## src/core/agc_map.svh

```systemverilog
`ifndef AGC_MAP_SVH
`define AGC_MAP_SVH

// ----------------------------------------------------------------
// register indices and byte addresses (address = index * 4)
// ----------------------------------------------------------------
`define AGC_IDX_GAIN 4'hb
`define AGC_IDX_STAT 4'hc
`define AGC_IDX_CFG0 4'hd
`define AGC_ADDR_GAIN (8'({`AGC_IDX_GAIN, 2'b00}))
`define AGC_ADDR_STAT (8'({`AGC_IDX_STAT, 2'b00}))
`define AGC_ADDR_CFG0 (8'({`AGC_IDX_CFG0, 2'b00}))

// ----------------------------------------------------------------
// reset values and writable-bit masks
// ----------------------------------------------------------------
`define AGC_GAIN_RST 24'h000000
`define AGC_STAT_RST 24'ha90000
`define AGC_CFG0_RST 24'h386050
`define AGC_GAIN_WMASK 24'hffffff
`define AGC_STAT_WMASK 24'hffc000
`define AGC_CFG0_WMASK 24'hffe0ff
`define AGC_FLAGS_RST 8'hff

// ----------------------------------------------------------------
// field positions
// ----------------------------------------------------------------
`define AGC_STAT_RDINC_LSB 22
`define AGC_STAT_WRINC 21
`define AGC_STAT_IDLE 20
`define AGC_STAT_MERGE 19
`define AGC_STAT_CRCW 18
`define AGC_STAT_DW_LSB 16
`define AGC_STAT_CSUM_EN 15
`define AGC_STAT_IRQ_EN 14
`define AGC_CFG0_OFFCAL 23
`define AGC_CFG0_GAINCAL 22
`define AGC_CFG0_DITHER_LSB 20
`define AGC_CFG0_BOOST_LSB 18
`define AGC_CFG0_PRE_LSB 16
`define AGC_CFG0_OSR_LSB 13
`define AGC_CFG0_TRIM_LSB 0

// ----------------------------------------------------------------
// codes and timing counts
// ----------------------------------------------------------------
`define AGC_GAIN_MAX_CODE 3'd5
`define AGC_GAIN_UNITY 3'd0
`define AGC_OSR_BASE 13'd32
`define AGC_LOCK_PASSWORD 8'ha5
`define AGC_GAIN_CAL_DELAY 5'd24
`define AGC_READY_PULSE_CYC 3'd4
`define AGC_RESP_OKAY 2'b00
`define AGC_RESP_SLVERR 2'b10

`endif

```

## src/core/agc_pkg.sv

```systemverilog
package agc_pkg;

  // ----------------------------------------------------------------
  // mode encodings
  // ----------------------------------------------------------------
  typedef enum logic [1:0] {
    AGC_RD_SAME = 2'b00,
    AGC_RD_GROUP = 2'b01,
    AGC_RD_TYPE = 2'b10,
    AGC_RD_MAP = 2'b11
  } agc_read_incr_type;

  typedef enum logic [1:0] {
    AGC_DW_16_ROUND = 2'b00,
    AGC_DW_24 = 2'b01,
    AGC_DW_32_ZERO = 2'b10,
    AGC_DW_32_SIGN = 2'b11
  } agc_data_width_type;

  typedef enum logic [1:0] {
    AGC_PRE_DIV1 = 2'b00,
    AGC_PRE_DIV2 = 2'b01,
    AGC_PRE_DIV4 = 2'b10,
    AGC_PRE_DIV8 = 2'b11
  } agc_prescale_type;

  typedef logic [2:0] agc_gain_code_type;

endpackage

```

## src/core/agc_cfg_regs.sv

```systemverilog
// Our own choice: the AXI4-Lite register port.
`timescale 1ns/100ps
`include "agc_map.svh"
module agc_cfg_regs #(
  parameter int CHANNELS = 8
) (
  input wire logic core_clk,
  input wire logic rst_n,
  input wire logic [7:0] s_axi_awaddr,
  input wire logic s_axi_awvalid,
  output logic s_axi_awready,
  input wire logic [31:0] s_axi_wdata,
  input wire logic [3:0] s_axi_wstrb,
  input wire logic s_axi_wvalid,
  output logic s_axi_wready,
  output logic [1:0] s_axi_bresp,
  output logic s_axi_bvalid,
  input wire logic s_axi_bready,
  input wire logic [7:0] s_axi_araddr,
  input wire logic s_axi_arvalid,
  output logic s_axi_arready,
  output logic [31:0] s_axi_rdata,
  output logic [1:0] s_axi_rresp,
  output logic s_axi_rvalid,
  input wire logic s_axi_rready,
  input wire logic [CHANNELS-1:0] conv_ready,
  input wire logic modulator_digital_clock,
  input wire logic master_clk_tick,
  input wire logic map_checksum_error,
  input wire logic [15:0] map_checksum_value,
  input wire logic lock_write,
  input wire logic [7:0] lock_write_value,
  output logic [3*CHANNELS-1:0] channel_gain_code,
  output agc_pkg::agc_read_incr_type read_incr_mode,
  output logic write_incr_enable,
  output agc_pkg::agc_data_width_type data_width_mode,
  output logic link_checksum_wide,
  output logic link_checksum_enable,
  output logic offset_correction_enable,
  output logic gain_correction_enable,
  output logic [1:0] dither_strength,
  output logic [1:0] bias_current_sel,
  output logic analog_master_clock,
  output logic [12:0] oversampling_ratio,
  output logic [7:0] reference_tempco_trim,
  output logic [CHANNELS-1:0] channel_ready_events,
  output logic ready_output_pin_out,
  output logic ready_output_pin_oe
);
  import agc_pkg::*;

  // ----------------------------------------------------------------
  // register storage and status
  // ----------------------------------------------------------------
  logic [23:0] gain_reg;
  logic [23:0] stat_reg;
  logic [23:0] cfg0_reg;
  logic [CHANNELS-1:0] channel_ready_flags;
  logic map_irq;
  logic [CHANNELS-1:0] seen;
  logic [2:0] pulse_cnt;
  logic [2:0] pre_cnt;
  logic [4:0] delay_cnt [CHANNELS];
  logic [CHANNELS-1:0] ev;

  // ----------------------------------------------------------------
  // bus slave state
  // ----------------------------------------------------------------
  logic [7:0] aw_addr;
  logic [31:0] w_data;
  logic [3:0] w_strb;
  logic wr_go;
  logic rd_go;
  logic rd_stat;

  // field views
  logic gaincal;
  logic merge;
  logic idle_drive;
  logic irq_en;
  logic [1:0] pre;
  assign gaincal = cfg0_reg[`AGC_CFG0_GAINCAL];
  assign merge = stat_reg[`AGC_STAT_MERGE];
  assign idle_drive = stat_reg[`AGC_STAT_IDLE];
  assign irq_en = stat_reg[`AGC_STAT_IRQ_EN];
  assign pre = cfg0_reg[`AGC_CFG0_PRE_LSB +: 2];

  // byte-lane merge of a write, unimplemented bits forced to zero
  function automatic logic [23:0] merge_write(
    input logic [23:0] old,
    input logic [31:0] data,
    input logic [3:0] strb,
    input logic [23:0] wmask
  );
    logic [23:0] lanes;
    lanes = {{8{strb[2]}}, {8{strb[1]}}, {8{strb[0]}}};
    merge_write = ((old & ~lanes) | (data[23:0] & lanes)) & wmask;
  endfunction

  // address decode helper
  function automatic logic addr_hit(input logic [7:0] a);
    addr_hit = (a == `AGC_ADDR_GAIN) || (a == `AGC_ADDR_STAT) || (a == `AGC_ADDR_CFG0);
  endfunction

  // ----------------------------------------------------------------
  // write channel: address and data taken in either order
  // ----------------------------------------------------------------
  assign wr_go = !s_axi_awready && !s_axi_wready && !s_axi_bvalid;

  // write address holder
  always_ff @(posedge core_clk)
  begin
    if (!rst_n)
    begin
      s_axi_awready <= 1'b1;
      aw_addr <= 8'h00;
    end
    else if (s_axi_awready && s_axi_awvalid)
    begin
      s_axi_awready <= 1'b0;
      aw_addr <= s_axi_awaddr;
    end
    else if (wr_go)
      s_axi_awready <= 1'b1;
  end

  // write data holder
  always_ff @(posedge core_clk)
  begin
    if (!rst_n)
    begin
      s_axi_wready <= 1'b1;
      w_data <= 32'h00000000;
      w_strb <= 4'h0;
    end
    else if (s_axi_wready && s_axi_wvalid)
    begin
      s_axi_wready <= 1'b0;
      w_data <= s_axi_wdata;
      w_strb <= s_axi_wstrb;
    end
    else if (wr_go)
      s_axi_wready <= 1'b1;
  end

  // write response
  always_ff @(posedge core_clk)
  begin
    if (!rst_n)
    begin
      s_axi_bvalid <= 1'b0;
      s_axi_bresp <= `AGC_RESP_OKAY;
    end
    else if (wr_go)
    begin
      s_axi_bvalid <= 1'b1;
      s_axi_bresp <= addr_hit(aw_addr) ? `AGC_RESP_OKAY : `AGC_RESP_SLVERR;
    end
    else if (s_axi_bready)
      s_axi_bvalid <= 1'b0;
  end

  // configuration registers; reserved status bits are not stored
  always_ff @(posedge core_clk)
  begin
    if (!rst_n)
    begin
      gain_reg <= `AGC_GAIN_RST;
      stat_reg <= `AGC_STAT_RST;
      cfg0_reg <= `AGC_CFG0_RST;
    end
    else if (wr_go)
    begin
      if (aw_addr == `AGC_ADDR_GAIN)
        gain_reg <= merge_write(gain_reg, w_data, w_strb, `AGC_GAIN_WMASK);
      if (aw_addr == `AGC_ADDR_STAT)
        stat_reg <= merge_write(stat_reg, w_data, w_strb, `AGC_STAT_WMASK);
      if (aw_addr == `AGC_ADDR_CFG0)
        cfg0_reg <= merge_write(cfg0_reg, w_data, w_strb, `AGC_CFG0_WMASK);
    end
  end

  // ----------------------------------------------------------------
  // read channel, one cycle answer
  // ----------------------------------------------------------------
  assign rd_go = s_axi_arready && s_axi_arvalid;
  assign rd_stat = rd_go && (s_axi_araddr == `AGC_ADDR_STAT);

  always_ff @(posedge core_clk)
  begin
    if (!rst_n)
    begin
      s_axi_arready <= 1'b1;
      s_axi_rvalid <= 1'b0;
      s_axi_rdata <= 32'h00000000;
      s_axi_rresp <= `AGC_RESP_OKAY;
    end
    else if (rd_go)
    begin
      s_axi_arready <= 1'b0;
      s_axi_rvalid <= 1'b1;
      s_axi_rresp <= addr_hit(s_axi_araddr) ? `AGC_RESP_OKAY : `AGC_RESP_SLVERR;
      unique case (1'b1)
        s_axi_araddr == `AGC_ADDR_GAIN: s_axi_rdata <= {8'h00, gain_reg};
        s_axi_araddr == `AGC_ADDR_STAT:
          s_axi_rdata <= {8'h00, stat_reg[23:8], channel_ready_flags};
        s_axi_araddr == `AGC_ADDR_CFG0: s_axi_rdata <= {8'h00, cfg0_reg};
        default: s_axi_rdata <= 32'h00000000;
      endcase
    end
    else if (s_axi_rvalid && s_axi_rready)
    begin
      s_axi_rvalid <= 1'b0;
      s_axi_arready <= 1'b1;
    end
  end

  // ----------------------------------------------------------------
  // per-channel ready delay and gain decode
  // ----------------------------------------------------------------
  for (genvar n = 0; n < CHANNELS; n++)
  begin : g_chan
    // gain correction delays ready by modulator clock periods
    always_ff @(posedge core_clk)
    begin
      if (!rst_n)
        delay_cnt[n] <= 5'd0;
      else if (conv_ready[n] && gaincal)
        delay_cnt[n] <= `AGC_GAIN_CAL_DELAY;
      else if (modulator_digital_clock && delay_cnt[n] != 5'd0)
        delay_cnt[n] <= delay_cnt[n] - 5'd1;
    end

    // offset correction path adds nothing, so the event is immediate
    assign ev[n] = gaincal ? (modulator_digital_clock && delay_cnt[n] == 5'd1)
                           : conv_ready[n];

    // reserved gain codes fall back to unity
    always_ff @(posedge core_clk)
    begin
      if (!rst_n)
        channel_gain_code[3*n +: 3] <= `AGC_GAIN_UNITY;
      else if (gain_reg[3*n +: 3] > `AGC_GAIN_MAX_CODE)
        channel_gain_code[3*n +: 3] <= `AGC_GAIN_UNITY;
      else
        channel_gain_code[3*n +: 3] <= gain_reg[3*n +: 3];
    end

  end

  // ----------------------------------------------------------------
  // ready flags, pin pulse and checksum interrupt
  // ----------------------------------------------------------------
  logic [CHANNELS-1:0] all_seen;
  logic pulse_req;
  logic [2:0] next_pulse_cnt;
  logic next_map_irq;
  assign all_seen = seen | ev;
  assign pulse_req = merge ? (&all_seen) : (|ev);
  assign next_pulse_cnt = pulse_req ? `AGC_READY_PULSE_CYC
                        : (pulse_cnt != 3'd0 ? pulse_cnt - 3'd1 : 3'd0);
  assign next_map_irq = (map_irq && !(lock_write && lock_write_value == `AGC_LOCK_PASSWORD))
                      || (irq_en && map_checksum_error);

  // flags: event clearing wins over the read that sets them
  always_ff @(posedge core_clk)
  begin
    if (!rst_n)
      channel_ready_flags <= `AGC_FLAGS_RST;
    else
      channel_ready_flags <= (channel_ready_flags | {CHANNELS{rd_stat}}) & ~ev;
  end

  // channels seen since the last merged pulse
  always_ff @(posedge core_clk)
  begin
    if (!rst_n)
      seen <= '0;
    else if (!merge || (&all_seen))
      seen <= '0;
    else
      seen <= all_seen;
  end

  // pin pulse counter and latched interrupt
  always_ff @(posedge core_clk)
  begin
    if (!rst_n)
    begin
      pulse_cnt <= 3'd0;
      map_irq <= 1'b0;
      channel_ready_events <= '0;
    end
    else
    begin
      pulse_cnt <= next_pulse_cnt;
      map_irq <= next_map_irq;
      channel_ready_events <= ev;
    end
  end

  // pin: low during pulse or interrupt, else high or released
  always_ff @(posedge core_clk)
  begin
    if (!rst_n)
    begin
      ready_output_pin_out <= 1'b1;
      ready_output_pin_oe <= 1'b0;
    end
    else
    begin
      ready_output_pin_out <= !(next_pulse_cnt != 3'd0 || next_map_irq);
      ready_output_pin_oe <= next_pulse_cnt != 3'd0 || next_map_irq || idle_drive;
    end
  end

  // ----------------------------------------------------------------
  // analog clock prescaler and oversampling decode
  // ----------------------------------------------------------------
  logic [2:0] pre_mask;
  assign pre_mask = 3'((4'd1 << pre) - 4'd1);

  always_ff @(posedge core_clk)
  begin
    if (!rst_n)
    begin
      pre_cnt <= 3'd0;
      analog_master_clock <= 1'b0;
    end
    else
    begin
      analog_master_clock <= master_clk_tick && (pre_cnt & pre_mask) == pre_mask;
      if (master_clk_tick)
        pre_cnt <= ((pre_cnt & pre_mask) == pre_mask) ? 3'd0 : pre_cnt + 3'd1;
    end
  end

  // oversampling ratio doubles per code
  always_ff @(posedge core_clk)
  begin
    if (!rst_n)
      oversampling_ratio <= 13'(`AGC_OSR_BASE << 3'(`AGC_CFG0_RST >> `AGC_CFG0_OSR_LSB));
    else
      oversampling_ratio <= 13'(`AGC_OSR_BASE << cfg0_reg[`AGC_CFG0_OSR_LSB +: 3]);
  end

  // ----------------------------------------------------------------
  // field outputs
  // ----------------------------------------------------------------
  assign read_incr_mode = agc_read_incr_type'(stat_reg[`AGC_STAT_RDINC_LSB +: 2]);
  assign write_incr_enable = stat_reg[`AGC_STAT_WRINC];
  assign data_width_mode = agc_data_width_type'(stat_reg[`AGC_STAT_DW_LSB +: 2]);
  assign link_checksum_wide = stat_reg[`AGC_STAT_CRCW];
  assign link_checksum_enable = stat_reg[`AGC_STAT_CSUM_EN];
  assign offset_correction_enable = cfg0_reg[`AGC_CFG0_OFFCAL];
  assign gain_correction_enable = gaincal;
  assign dither_strength = cfg0_reg[`AGC_CFG0_DITHER_LSB +: 2];
  assign bias_current_sel = cfg0_reg[`AGC_CFG0_BOOST_LSB +: 2];
  assign reference_tempco_trim = cfg0_reg[`AGC_CFG0_TRIM_LSB +: 8];
endmodule

```

## config.mk

```make
export PLATFORM = sky130hd
export DESIGN_NAME = agc_cfg_regs
export DESIGN_NICKNAME = d
export VERILOG_FILES = /design/src/core/agc_pkg.sv /design/src/core/agc_cfg_regs.sv
export VERILOG_INCLUDE_DIRS = /design/src /design/src/core
export SDC_FILE = /design/constraint.sdc
export NUM_CORES = 1
export LEC_CHECK = 0
export BUFFER_PORTS_ARGS = -buffer_cell sky130_fd_sc_hd__buf_2
export CORE_AREA = 2 2 131 133
export DETAILED_ROUTE_END_ITERATION = 8
export DIE_AREA = 0 0 133 135
export PLACE_DENSITY = 0.83
export SETUP_SLACK_MARGIN = 0.15
export SYNTH_ARGS = -nofsm -noshare
export SYNTH_HDL_FRONTEND = slang
export SYNTH_SLANG_ARGS = --single-unit
```

## constraint.sdc

```tcl
create_clock -name core_clk -period 3.1 [get_ports core_clk]
set_input_delay 0.155 -clock core_clk [delete_from_list [all_inputs] [get_ports core_clk]]
set_output_delay 0.155 -clock core_clk [all_outputs]
set_load 0.02 [all_outputs]
```

Word level (Yosys, flattened, before mapping)
Memories as Yosys holds them, arrays and structs flattened.
Cells that the tools add are included.

storage, ports and cells
  memory bits (writable) = 40
  logic and storage cells = 274
  input bits = 95
  memories = 1
  output and inout port bits = 110
  flip-flop bits (word level) = 200

memory list
  name       words  bits a word  rd ports  clocked after memory_dff  write ports  line                text
  delay_cnt  8      5            8         0                         8            agc_cfg_regs.sv:63  logic [4:0] delay_cnt [CHANNELS];

operators by class
  multiplexer cells = 97
  equality and inequality tests = 16
  bitwise operators = 30
  order comparisons = 8
  shift operators = 2
  reduce and logical (&&, ||, !) cells = 77
  $add $sub $neg = 11

operator list
  kind                                                  number
  AND 24 bit                                            4
  2-to-1 mux 5 bit                                      16
  2-to-1 mux 1 bit                                      75
  OR 24 bit                                             3
  one-hot mux 24 bit (3 select lines)                   1
  equality test 8 x 6 -> 1 bit, second input constant   6
  equality test 5 x 1 -> 1 bit, second input constant   8
  nonzero test 5 bit                                    8
  subtractor 5 x 1 -> 5 bit, second input constant      8
  logical AND 1 bit                                     35
  greater-than comparator 3 bit, second input constant  8
  NOT 24 bit                                            1
  OR reduction 2 bit                                    9
  OR 1 bit                                              16
  OR 8 bit                                              2
  << shifter 6 x 3 -> 13 bit, first input constant      1
  2-to-1 mux 3 bit                                      3
  AND 8 bit                                             1
  equality test 8 bit, second input constant            1
  logical OR 1 bit                                      8
  NOT 8 bit                                             1
  AND reduction 8 bit                                   1
  nonzero test 2 bit                                    4
  OR reduction 8 bit                                    1
  other kinds (10)                                      20

Depth between registers and ports, before layout
An unclocked memory read counts as a cell.

  depth in word-level cells = 11
  mapped depth = 8
  gate-level depth less buffers = 7

Least setup slack after synthesis
OpenSTA, ideal clock, no wires.

  path type = reg2reg
  from = register with a tool-made name
  to = memory delay_cnt[2][0] (netlist: delay_cnt[0][10]) (enable)
  library setup time = 0.318 ns
  period minus slack after synthesis = 1.994 ns
  arrival = 1.676 ns
  path buffers = 4
  data required time = 2.782 ns
  stages on the path, launching flop included = 7
  setup slack = 1.106 ns
  cell sequence = dfxtp_1 > buf_2 > buf_2 > buf_1 > clkbuf_1 > nand2_1 > nand3_1

RTL lines
  item              line
  end: declaration  agc_cfg_regs.sv:63

==> metrics.yaml <==
floorplan:
  coreArea_um2: 16400
  rows: 47
  die_area_um2: 18000
  die_w_um: 133
  start_util: 0.570
  die_height_um: 135
  num_io_pins: 205
logic_synthesis:
  postSynthAreaPerCell_um2: 9.38
  synthTopCellsByCount: "dfxtp_1 (185), nand2_1 (174), a21oi_1 (82)"
  synthCells: 998
  synth_area_leaders: "dfxtp_1 (40%), edfxtp_1 (13%), nand2_1 (7.0%), a21oi_1 (4.4%), ha_1 (3.6%)"
  synth_top_area_frac: 0.396
  synth_most_common_cell: "dfxtp_1"
  synth_top_area_cell: "dfxtp_1"
  synth_area_um2: 9360
  synth-seq-area-share: 0.524
  synth_cell_types: 58
  synthArstFlopShare: 0
  synth.ff_latch_count: 225
  synth_edf_count: 40
  synth_ff_type: "dfxtp_1"
  ys_warn_count: 0
clock_tree:
  htree_levels: 1
  clockBufferDepth: 3
  cts_sinks: 225
  cts_root_buf: "clkbuf_16"
  cts_tree: "yes"
  clk-insertion-delay-late_ps: 510
  numCtsBuffers: 23
  cts_resized: 0
  clk_pin_slew_ps: 60
routing:
  totalWireLength_um: 23800
  vias_per_cell: 5.62
  drt-initial-drc-count: 762
  antenna_left: 0
  wl_per_cell_um: 16.8
  vias: 7961
  drtPass1Iterations: 5
  drc_errors: 0
status:
  status: "complete, no violations"
setup_path:
  critPathArrivalTime_ps: 2860
  critical_path_class: "reg -> reg"
  crit_chain: "or3_1, nor4_4, nand3b_1, mux2i_1, nand2_1"
  cp-end-kind: "flop"
  required_ps: 3480
  startpoint_type: "flop"
  crit_slowest_cell: "or3_1"
  path_max_fanout: 12
  cpPeakStageDelay_ps: 510
global_route:
  grt_first_pass_wirelength_um: 37600
  track_usage: 0.259
  grt_max_degree: 53
  grt_pass1_vias: 7644
  antenna_found_initial: 0
  grt_overflow: 0
final_layout:
  stdcell_count: 1416
  post-route-util: 0.690
  syn_to_final_growth_pct: 21.1
  nFillCells: 1226
  diodes: 0
  nNetsFinal: 1304
  drive_above_1_share: 0.189
  multi_input_area_um2: 3970
  seqCellArea_um2: 4900
place:
  dp_cells: 1332
  place_ws_ps: 714
  routabilityCongestion: 0.866
  hpwl_um: 15900
  portBuffers: 164
timing:
  fmax_mhz: 404
  hold_viol: 0
  rsz0062_at_grt: "no"
  setup_violations: 0
  finalCriticalPeriod_ps: 2480
  setup_tns_ps: 0
  relSlewSlack: 0.309
  setup_ws_ps: 625
  tightest_slew_ps: 1030
  skew_ps: 15.2
  slew_violations: 0
  finalCritPeriodShare: 0.799
power:
  power_density_nw_per_um2: 557
  ir_worst_vdd_mv: 0.424
  p_leak_nw: 4.86
flow_run:
  cap_violations: 0
min_path:
  hold_class: "in -> reg"
cells in the final DEF, fill, tap and decap left out, types with 3 or more instances in the layout:
cell             n
nand2_1        174
clkbuf_1         6
buf_2          164
nand3b_1         5
clkbuf_8         3
and2_1          14
dfxtp_1        185
a221o_1          5
dlygate4sd3_1   45
clkbuf_16       23
nor2_1          69
o211ai_1         4
inv_1           29
buf_4           14
edfxtp_1        40
xor2_1           8
nand2b_1        14
ha_1            27
o2111ai_1        3
nor4_4           4
clkinv_2         5
nor3b_1          9
a21oi_1         82
nor3_1          22
conb_1          15
a211oi_1         4
or3_1            4
a2bb2oi_1        8
nand3_1         62
a21o_1           3
mux2i_1         29
o21ai_0         38
xnor2_1         16
nor2b_1          7
and3_1           3
a222oi_1        18
o21ai_1          4
worst paths after layout:
check	slack (ps)	start	depth (start not counted)	end
setup / recovery	620	s_axi_awready	5	flop
hold / removal	10	s_axi_awvalid	3	aw_addr[1]
setup reg to reg	620	s_axi_awready	5	flop
hold reg to reg	450	s_axi_rdata[21]	2	s_axi_rdata[21]
report_power, final:
group,switching [mW],internal [mW]
Clock,1.08,1.44
Sequential,0.104,3.11
Combinational,0.340,0.243
worst max-delay path: cells and delay by family, from the launching register on:
| kind | cells | cell delay [ps] |
|---|---|---|
| multiplexers | 1 | 340 |
| flip-flops | 1 | 430 |
| AND/OR/NAND/NOR | 4 | 1580 |
final cells by class:
| class | instances | share of cell area |
|---|---|---|
| well taps | 220 | 0.0243 |
| multi-input cells | 679 | 0.351 |
| repair buffers | 223 | 0.122 |
| clock buffers | 32 | 0.0564 |
| flip-flops and latches | 225 | 0.433 |
| inverters | 30 | 0.0101 |
| clock inverters | 7 | 0.00398 |
logic make-up after synthesis:
group / after synthesis / synth area share
other: 1 / 0.000401
and+or+nand+nor: 399 / 0.202
muxes: 29 / 0.0310
buffers and inverters: 108 / 0.0568
adders and majority gates: 27 / 0.0361
xor gates and xnor gates: 24 / 0.0225
DFF: 225 / 0.524
AOI/OAI and AO/OA: 185 / 0.127
metrics by stage:
| step | hold WS (ps) | power, mW | instance area, um^2 |
|---|---|---|---|
| detailed placement | 400 | 3.80 | 10200 |
| floorplan | 291 | 3.63 | 9410 |
| finish | 11.7 | 6.31 | 11300 |
| global placement | 396 | 3.77 | 10200 |
| global route | 54.9 | 6.52 | 11300 |
| CTS | 1.76 | 6.32 | 11300 |
per-layer routing:
layer,track usage,part of all wire,routed length (um),vias to the layer above
met1,0.318,0.41,9640,3762
met3,0.0462,0.073,1730,59
met2,0.452,0.49,11600,342
met5,0,0,0,-
met4,0.105,0.033,784,0
li1,-,-,-,3798
what timing repair did:
item,CTS,global route
endpoints found under the hold margin,43,0
hold buffers,45,0
setup buffers,0,0
Note: power is estimated with default switching activity, not from simulation.
